File: src/core/seic_pkg.sv
// package: register map, field layout and carriers of the supply interrupt ctrl
`default_nettype none
package seic_pkg;

  // register offsets on the serial register port
  localparam logic [7:0] SEIC_ADDR_CONV_STATUS = 8'h1c;
  localparam logic [7:0] SEIC_ADDR_CONV_CLEAR = 8'h1d;
  localparam logic [7:0] SEIC_ADDR_CONV_EN_SET = 8'h1e;
  localparam logic [7:0] SEIC_ADDR_CONV_EN_CLR = 8'h1f;
  localparam logic [7:0] SEIC_ADDR_CONV_EN_STATE = 8'h20;
  localparam logic [7:0] SEIC_ADDR_TOP_EN_SET = 8'h30;
  localparam logic [7:0] SEIC_ADDR_TOP_EN_CLR = 8'h31;
  localparam logic [7:0] SEIC_ADDR_TOP_UNMASK = 8'h32;
  localparam logic [7:0] SEIC_ADDR_TOP_PENDING = 8'h33;

  // converter flag positions
  localparam int SEIC_BIT_UP_OC = 0;
  localparam int SEIC_BIT_UP_GOOD = 1;
  localparam int SEIC_BIT_UP_FAIL = 2;
  localparam int SEIC_BIT_DN_GOOD = 4;
  localparam int SEIC_BIT_DN_FAIL = 5;

  // top-level source positions
  localparam int SEIC_BIT_RTC = 0;
  localparam int SEIC_BIT_PB = 1;
  localparam int SEIC_BIT_PWR = 2;
  localparam int SEIC_BIT_DC1 = 4;
  localparam int SEIC_BIT_DC2 = 5;
  localparam int SEIC_BIT_ALL = 7;

  // implemented bits and reset values
  localparam logic [7:0] SEIC_CONV_IMPL = 8'h37;
  localparam logic [7:0] SEIC_SRC_IMPL = 8'h37;
  localparam logic [7:0] SEIC_UNMASK_IMPL = 8'hb7;
  localparam logic [7:0] SEIC_RST_CONV_STATUS = 8'h00;
  localparam logic [7:0] SEIC_RST_CONV_EN = 8'h00;
  localparam logic [7:0] SEIC_RST_TOP_UNMASK = 8'h00;
  localparam logic [7:0] SEIC_RST_TOP_PENDING = 8'h00;
  localparam logic [7:0] SEIC_RST_RDATA = 8'h00;

  // host access gap: three slow-clock periods, kept by the host
  localparam int SEIC_GAP_PERIODS = 3;
  localparam int SEIC_SLOW_CLK_HZ = 15000;
  localparam int SEIC_SYS_CLK_HZ = 250000000;
  // multiply first: the clock ratio is not whole and would truncate
  localparam int SEIC_GAP_CYCLES =
    ((SEIC_GAP_PERIODS * SEIC_SYS_CLK_HZ) / SEIC_SLOW_CLK_HZ) + 1;

  typedef struct packed {
    logic step_down_fail_flag;
    logic step_down_good_flag;
    logic step_up_fail_flag;
    logic step_up_good_flag;
    logic step_up_overcurrent_flag;
  } seic_conv_evt_t;

  typedef struct packed {
    logic power_monitor_source;
    logic push_button_source;
    logic rtc_source;
  } seic_src_req_t;

  typedef struct packed {
    logic wr;
    logic rd;
    logic [7:0] addr;
    logic [7:0] wdata;
  } seic_reg_req_t;

  // place converter events at their register bit positions
  function automatic logic [7:0] seic_conv_bits(input seic_conv_evt_t e);
    logic [7:0] b;
    b = 8'h00;
    b[SEIC_BIT_UP_OC] = e.step_up_overcurrent_flag;
    b[SEIC_BIT_UP_GOOD] = e.step_up_good_flag;
    b[SEIC_BIT_UP_FAIL] = e.step_up_fail_flag;
    b[SEIC_BIT_DN_GOOD] = e.step_down_good_flag;
    b[SEIC_BIT_DN_FAIL] = e.step_down_fail_flag;
    return b;
  endfunction : seic_conv_bits

  // write strobe for one register address
  function automatic logic seic_wr_hit(input seic_reg_req_t r,
                                       input logic [7:0] a);
    return r.wr && (r.addr == a);
  endfunction : seic_wr_hit

endpackage : seic_pkg

`default_nettype wire

File: src/core/seic_ctrl.sv
// supply event interrupt controller: converter flags and top-level irq
`timescale 1ns/1ns
`default_nettype none

// Functional notes
// - step-down good and fail events set status bits 4 and 5.
// - writing 1 to a bit at 0x1D clears that status flag.
// - writing 1 to a bit at 0x1E enables that converter event interrupt.
// - writing 1 to a bit at 0x1F disables that converter event interrupt.
// - register 0x20 reads back the converter event enables, reset to 0.
// - writing 1 to a source bit at 0x30 unmasks that source.
// - writing 1 to bit 7 at 0x30 unmasks globally, restoring source bits.
// - writing 1 to a source bit at 0x31 masks that source.
// - writing 1 to bit 7 at 0x31 masks globally, keeping source bits.
// - the unmask register accumulates enable and disable writes, reset 0.
// - register 0x33 shows each source's pending request, reset to 0.
// - reading the pending register releases the interrupt output, unless a newly gated source arrives in the same cycle.
// - step-up overcurrent, good and fail events set 0x1C bits 0 to 2.
module seic_ctrl (
  input wire logic sys_clk_in,
  input wire logic nrst_in,
  input wire seic_pkg::seic_reg_req_t reg_req_in,
  input wire seic_pkg::seic_conv_evt_t conv_evt_in,
  input wire seic_pkg::seic_src_req_t src_req_in,
  output logic [7:0] reg_rdata_out,
  output logic irq_out_n
);
  import seic_pkg::*;

  logic [7:0] conv_status_q;
  logic [7:0] conv_status_d;
  logic [7:0] conv_en_q;
  logic [7:0] conv_en_d;
  logic [7:0] top_unmask_q;
  logic [7:0] top_unmask_d;
  logic [7:0] top_pend_q;
  logic [7:0] top_pend_d;
  logic [7:0] gated_prev_q;
  logic [7:0] rdata_q;
  logic [7:0] rdata_d;
  logic irq_n_q;
  logic irq_n_d;

  wire logic [7:0] conv_set;
  wire logic [7:0] conv_clr;
  wire logic [7:0] conv_en_set;
  wire logic [7:0] conv_en_clr;
  wire logic [7:0] top_set;
  wire logic [7:0] top_clr;
  wire logic [7:0] conv_active;
  wire logic dc1_pend;
  wire logic dc2_pend;
  wire logic [7:0] gated;
  wire logic [7:0] gated_new;
  wire logic pend_rd;
  wire logic [7:0] rd_mux;

  // register port decode
  assign conv_set = seic_conv_bits(conv_evt_in);
  assign conv_clr = seic_wr_hit(reg_req_in, SEIC_ADDR_CONV_CLEAR) ?
                    reg_req_in.wdata : 8'h00;
  assign conv_en_set = seic_wr_hit(reg_req_in, SEIC_ADDR_CONV_EN_SET) ?
                       reg_req_in.wdata : 8'h00;
  assign conv_en_clr = seic_wr_hit(reg_req_in, SEIC_ADDR_CONV_EN_CLR) ?
                       reg_req_in.wdata : 8'h00;
  assign top_set = seic_wr_hit(reg_req_in, SEIC_ADDR_TOP_EN_SET) ?
                   reg_req_in.wdata : 8'h00;
  assign top_clr = seic_wr_hit(reg_req_in, SEIC_ADDR_TOP_EN_CLR) ?
                   reg_req_in.wdata : 8'h00;
  assign pend_rd = reg_req_in.rd && (reg_req_in.addr == SEIC_ADDR_TOP_PENDING);

  // an event in the clear cycle survives: set wins over clear
  assign conv_status_d = ((conv_status_q & ~conv_clr) | conv_set)
                         & SEIC_CONV_IMPL;
  assign conv_en_d = ((conv_en_q | conv_en_set) & ~conv_en_clr)
                     & SEIC_CONV_IMPL;
  // global bit and per-source bits are separate flops, so a global
  // mask leaves every individual setting intact for the next unmask
  assign top_unmask_d = ((top_unmask_q | top_set) & ~top_clr)
                        & SEIC_UNMASK_IMPL;

  // converter sources: any enabled flag makes the source pending
  assign conv_active = conv_status_q & conv_en_q;
  assign dc1_pend = |conv_active[SEIC_BIT_UP_FAIL:SEIC_BIT_UP_OC];
  assign dc2_pend = |conv_active[SEIC_BIT_DN_FAIL:SEIC_BIT_DN_GOOD];

  always_comb
  begin
    top_pend_d = SEIC_RST_TOP_PENDING;
    top_pend_d[SEIC_BIT_RTC] = src_req_in.rtc_source;
    top_pend_d[SEIC_BIT_PB] = src_req_in.push_button_source;
    top_pend_d[SEIC_BIT_PWR] = src_req_in.power_monitor_source;
    top_pend_d[SEIC_BIT_DC1] = dc1_pend;
    top_pend_d[SEIC_BIT_DC2] = dc2_pend;
  end

  // edge of the gated set: a level that stays pending after the read
  // must not reassert at once, only a newly gated source does
  assign gated = top_pend_q & top_unmask_q & SEIC_SRC_IMPL
                 & {8{top_unmask_q[SEIC_BIT_ALL]}};
  assign gated_new = gated & ~gated_prev_q;
  assign irq_n_d = (|gated_new) ? 1'b0 :
                   (pend_rd ? 1'b1 : irq_n_q);

  // read mux; write-only and unmapped addresses read zero
  assign rd_mux =
    (reg_req_in.addr == SEIC_ADDR_CONV_STATUS) ? conv_status_q :
    (reg_req_in.addr == SEIC_ADDR_CONV_EN_STATE) ? conv_en_q :
    (reg_req_in.addr == SEIC_ADDR_TOP_UNMASK) ? top_unmask_q :
    (reg_req_in.addr == SEIC_ADDR_TOP_PENDING) ? top_pend_q :
    8'h00;
  assign rdata_d = reg_req_in.rd ? rd_mux : rdata_q;

  always_ff @(posedge sys_clk_in or negedge nrst_in)
  begin
    if (!nrst_in)
    begin
      conv_status_q <= SEIC_RST_CONV_STATUS;
      conv_en_q <= SEIC_RST_CONV_EN;
      top_unmask_q <= SEIC_RST_TOP_UNMASK;
      top_pend_q <= SEIC_RST_TOP_PENDING;
      gated_prev_q <= 8'h00;
      rdata_q <= SEIC_RST_RDATA;
      irq_n_q <= 1'b1;
    end
    else
    begin
      conv_status_q <= conv_status_d;
      conv_en_q <= conv_en_d;
      top_unmask_q <= top_unmask_d;
      top_pend_q <= top_pend_d;
      gated_prev_q <= gated;
      rdata_q <= rdata_d;
      irq_n_q <= irq_n_d;
    end
  end

  assign reg_rdata_out = rdata_q;
  assign irq_out_n = irq_n_q;
endmodule : seic_ctrl

`default_nettype wire

File: config.mk
export PLATFORM = sky130hd
export DESIGN_NAME = seic_ctrl
export DESIGN_NICKNAME = d
export VERILOG_FILES = /design/src/core/seic_pkg.sv /design/src/core/seic_ctrl.sv
export SDC_FILE = /design/constraint.sdc
export NUM_CORES = 1
export LEC_CHECK = 0
export BUFFER_PORTS_ARGS = -buffer_cell sky130_fd_sc_hd__clkbuf_2
export CORE_UTILIZATION = 35
export DETAILED_ROUTE_END_ITERATION = 12
export PLACE_DENSITY = 0.54
export SLEW_MARGIN = 20
export SYNTH_ARGS = -nofsm -noshare
export SYNTH_HDL_FRONTEND = slang
export SYNTH_SLANG_ARGS = --single-unit
File: constraint.sdc
create_clock -name sys_clk_in -period 2.6 [get_ports sys_clk_in]
set_input_delay 0.39 -clock sys_clk_in [delete_from_list [all_inputs] [get_ports sys_clk_in]]
set_output_delay 0.39 -clock sys_clk_in [all_outputs]
set_load 0.005 [all_outputs]
==> results.py <==
metrics = {
    "clock_network": {
        "clk_path_buf_depth": 2,
        "htreeDepth": 2,
        "cts_tree": "done",
        "clkTransAtPathRegs_ns": 0.07,
        "clk-insertion-delay-late_ns": 0.28,
        "cts_buffers": 5,
        "postCtsHoldBufs": 0,
        "cts_setup_buffers": 0,
        "cts_sinks": 33,
        "cts_root_buf": "clkbuf_8",
        "cts_resized": 0,
    },
    "worst_setup_path": {
        "slowest_delay_ns": 0.38,
        "reg2reg_slack_ns": 1.33,
        "critPathKind": "primary input to flip-flop",
        "critical-path-slowest-cell": "nor4bb_2",
        "crit_start": "reg_req_in[9]",
        "cp_cell_sequence": "clkbuf_2 > nor4bb_2 > and4b_1 > a221oi_1 > o22a_1",
        "reg2reg_from": "top_unmask_q[5]",
        "crit_path_start_kind": "primary input",
        "rr_worst_depth": 4,
        "crit_required_ns": 2.77,
        "cp_max_fo": 9,
        "end_kind": "flip-flop",
        "arrival_ns": 1.64,
    },
    "pwr": {
        "powerDensity_mw_per_mm2": 567,
        "leakage_nw": 0.984,
        "vdd_drop_max_mv": 0.263,
        "finalPower_w": 0.00107,
    },
    "global_route": {
        "antenna_found_initial": 0,
        "grt_pass1_wl_um": 5990,
        "track_usage_pct": 16.0,
        "grt-ovfl-total": 0,
        "first_global_vias": 1250,
        "grt_max_degree": 34,
    },
    "timing": {
        "finalHoldViolations": 0,
        "fin_ws_ns": 1.13,
        "fmax_mhz": 680,
        "tightest_slew_ns": 0.813,
        "slew_headroom_pct": 45.8,
        "skew_ns": 0.00410,
        "post-route-period-util_pct": 56.6,
        "fin_crit_ns": 1.47,
        "rsz0062_at_grt": "no",
        "final.setup.tns_ns": 0,
        "setup_violations": 0,
        "drv_slew": 0,
    },
    "routing": {
        "totalWireLength_um": 3370,
        "ant_nets": 0,
        "firstDrtPassIters": 4,
        "drcViolationCount": 0,
        "vias_per_cell": 5.10,
        "post_drt_wl_per_cell_um": 14.3,
        "vias": 1204,
        "drtIter0Drc": 78,
    },
    "layout": {
        "syn_to_final_growth_pct": 17.9,
        "n_fill_cell": 430,
        "instances_no_fill": 236,
        "num_antenna_cells": 0,
        "final_net_count": 211,
        "drive_gt1_share_pct": 27.2,
    },
    "synthesis": {
        "yosysTopAreaCellShare_pct": 49.9,
        "synth.distinct_cells": 38,
        "avgSynthCellArea_um2": 10.8,
        "syn_inst": 149,
        "yosys_warnings": 0,
        "synth_common_cells": "32 x dfrtp_1, 20 x nand2_1, 19 x inv_1, 15 x mux2i_1, 9 x nor2_1",
        "synthTopCellsByArea": "dfrtp_1 50%, mux2i_1 9.4%, nand2_1 4.7%, inv_1 4.4%, a221oi_1 2.7%",
        "syn_area_mm2": 0.00160,
        "synth_seq_cells": 33,
        "synthFlopType": "dfrtp_1",
        "yosysTopAreaCell": "dfrtp_1",
        "synth_edf_count": 0,
        "seq_area_frac_synth_pct": 51.6,
        "yosysMostFrequentCell": "dfrtp_1",
        "async_reset_ff_share_pct": 100,
    },
    "placed_design": {
        "place_hpwl_um": 2510,
        "gp_congestion": 0.767,
        "place_ws_ns": 0.846,
        "place_inst": 228,
        "portBuffers": 32,
    },
    "floorplan": {
        "ios": 37,
        "die-height_um": 69.7,
        "core_area_mm2": 0.00438,
        "dieArea_mm2": 0.00486,
        "initial_utilization_pct": 36.6,
        "fp.dieW_um": 69.7,
        "std_cell_rows": 24,
    },
    "flow_run": {
        "drv_cap": 0,
    },
    "run_status": {
        "status": "finished clean",
    },
    "hold_path": {
        "worst_hold_path_type": "primary input to async pin",
    },
}
-- layer usage --
layer	GRT usage, %	share of wire (%)	vias to the layer above
met2	24.6	46	29
met4	6.00	1.6	0
met5	0	0	-
met1	21.9	48	584
met3	4.07	4.0	7
li1	-	-	584
-- cells by family after synthesis --
group / after synthesis / share of synthesized area (%)
flops: 33 / 51.6
mux: 15 / 9.36
buf+inv: 25 / 7.10
compound gates: 25 / 14.1
other cells: 1 / 0.234
simple gates: 50 / 17.6
-- registers in the layout, summed over array words and instances, names as in the netlist --
| signal | cells |
|---|---|
| top_unmask_q | 6 |
| gated_prev_q | 5 |
| conv_en_q | 5 |
| top_pend_q | 5 |
| conv_status_q | 5 |
| irq_out_n | 1 |
| reg_rdata_out | 6 |
-- report_power, final --
part	total (W)	internal (W)	switching (W)
logic	0.000103	0.0000419	0.0000609
registers	0.000548	0.000535	0.0000130
clock network	0.000421	0.000239	0.000182
-- cells in the final DEF (no fill, tap or decap), drive strengths merged, types with 2 or more instances in the layout --
cell type  count
inv           19
a21o           5
nor3           2
conb           2
and3           3
mux2i         15
nor2           9
o22ai          2
clkbuf        39
o2bb2ai        4
a221oi         5
nand3          6
nand2         20
dfrtp         32
-- cell type report --
class,instances,area (µm²),area share [%]
Sequential cell,33,827,43.7
Tap cell,52,65.1,3.44
Clock buffer,7,96.3,5.09
Timing Repair Buffer,32,160,8.47
Inverter,19,71.3,3.77
Multi-Input combinational cell,92,667,35.3
Clock inverter,1,5.00,0.265
-- stage by stage --
step / hold WS, ns / util [%] / instance area [µm²]
2_1_floorplan: 0.0944 / - / 1610
3_3_place_gp: 0.472 / 40.8 / 1790
3_5_place_dp: 0.475 / 40.8 / 1790
4_1_cts: 0.202 / 43.2 / 1890
5_1_grt: 0.192 / 43.2 / 1890
6_report: 0.192 / 43.2 / 1890
-- critical path, delay by kind of cell --
| kind | cells | cell delay [ns] |
|---|---|---|
| AND/OR/NAND/NOR | 2 | 0.73 |
| AO/OA/AOI/OAI | 2 | 0.34 |
| buffers and inverters | 1 | 0.18 |
-- final timing paths --
kind | end
setup / recovery | reg_rdata_out[5]
hold / removal | conv_status_q[5]
setup reg to reg | reg_rdata_out[5]
hold reg to reg | irq_out_n
max in group asynchronous | reg_rdata_out[0]
min in group sys_clk_in | top_pend_q[0]
Power figures use the tool's default switching activity.
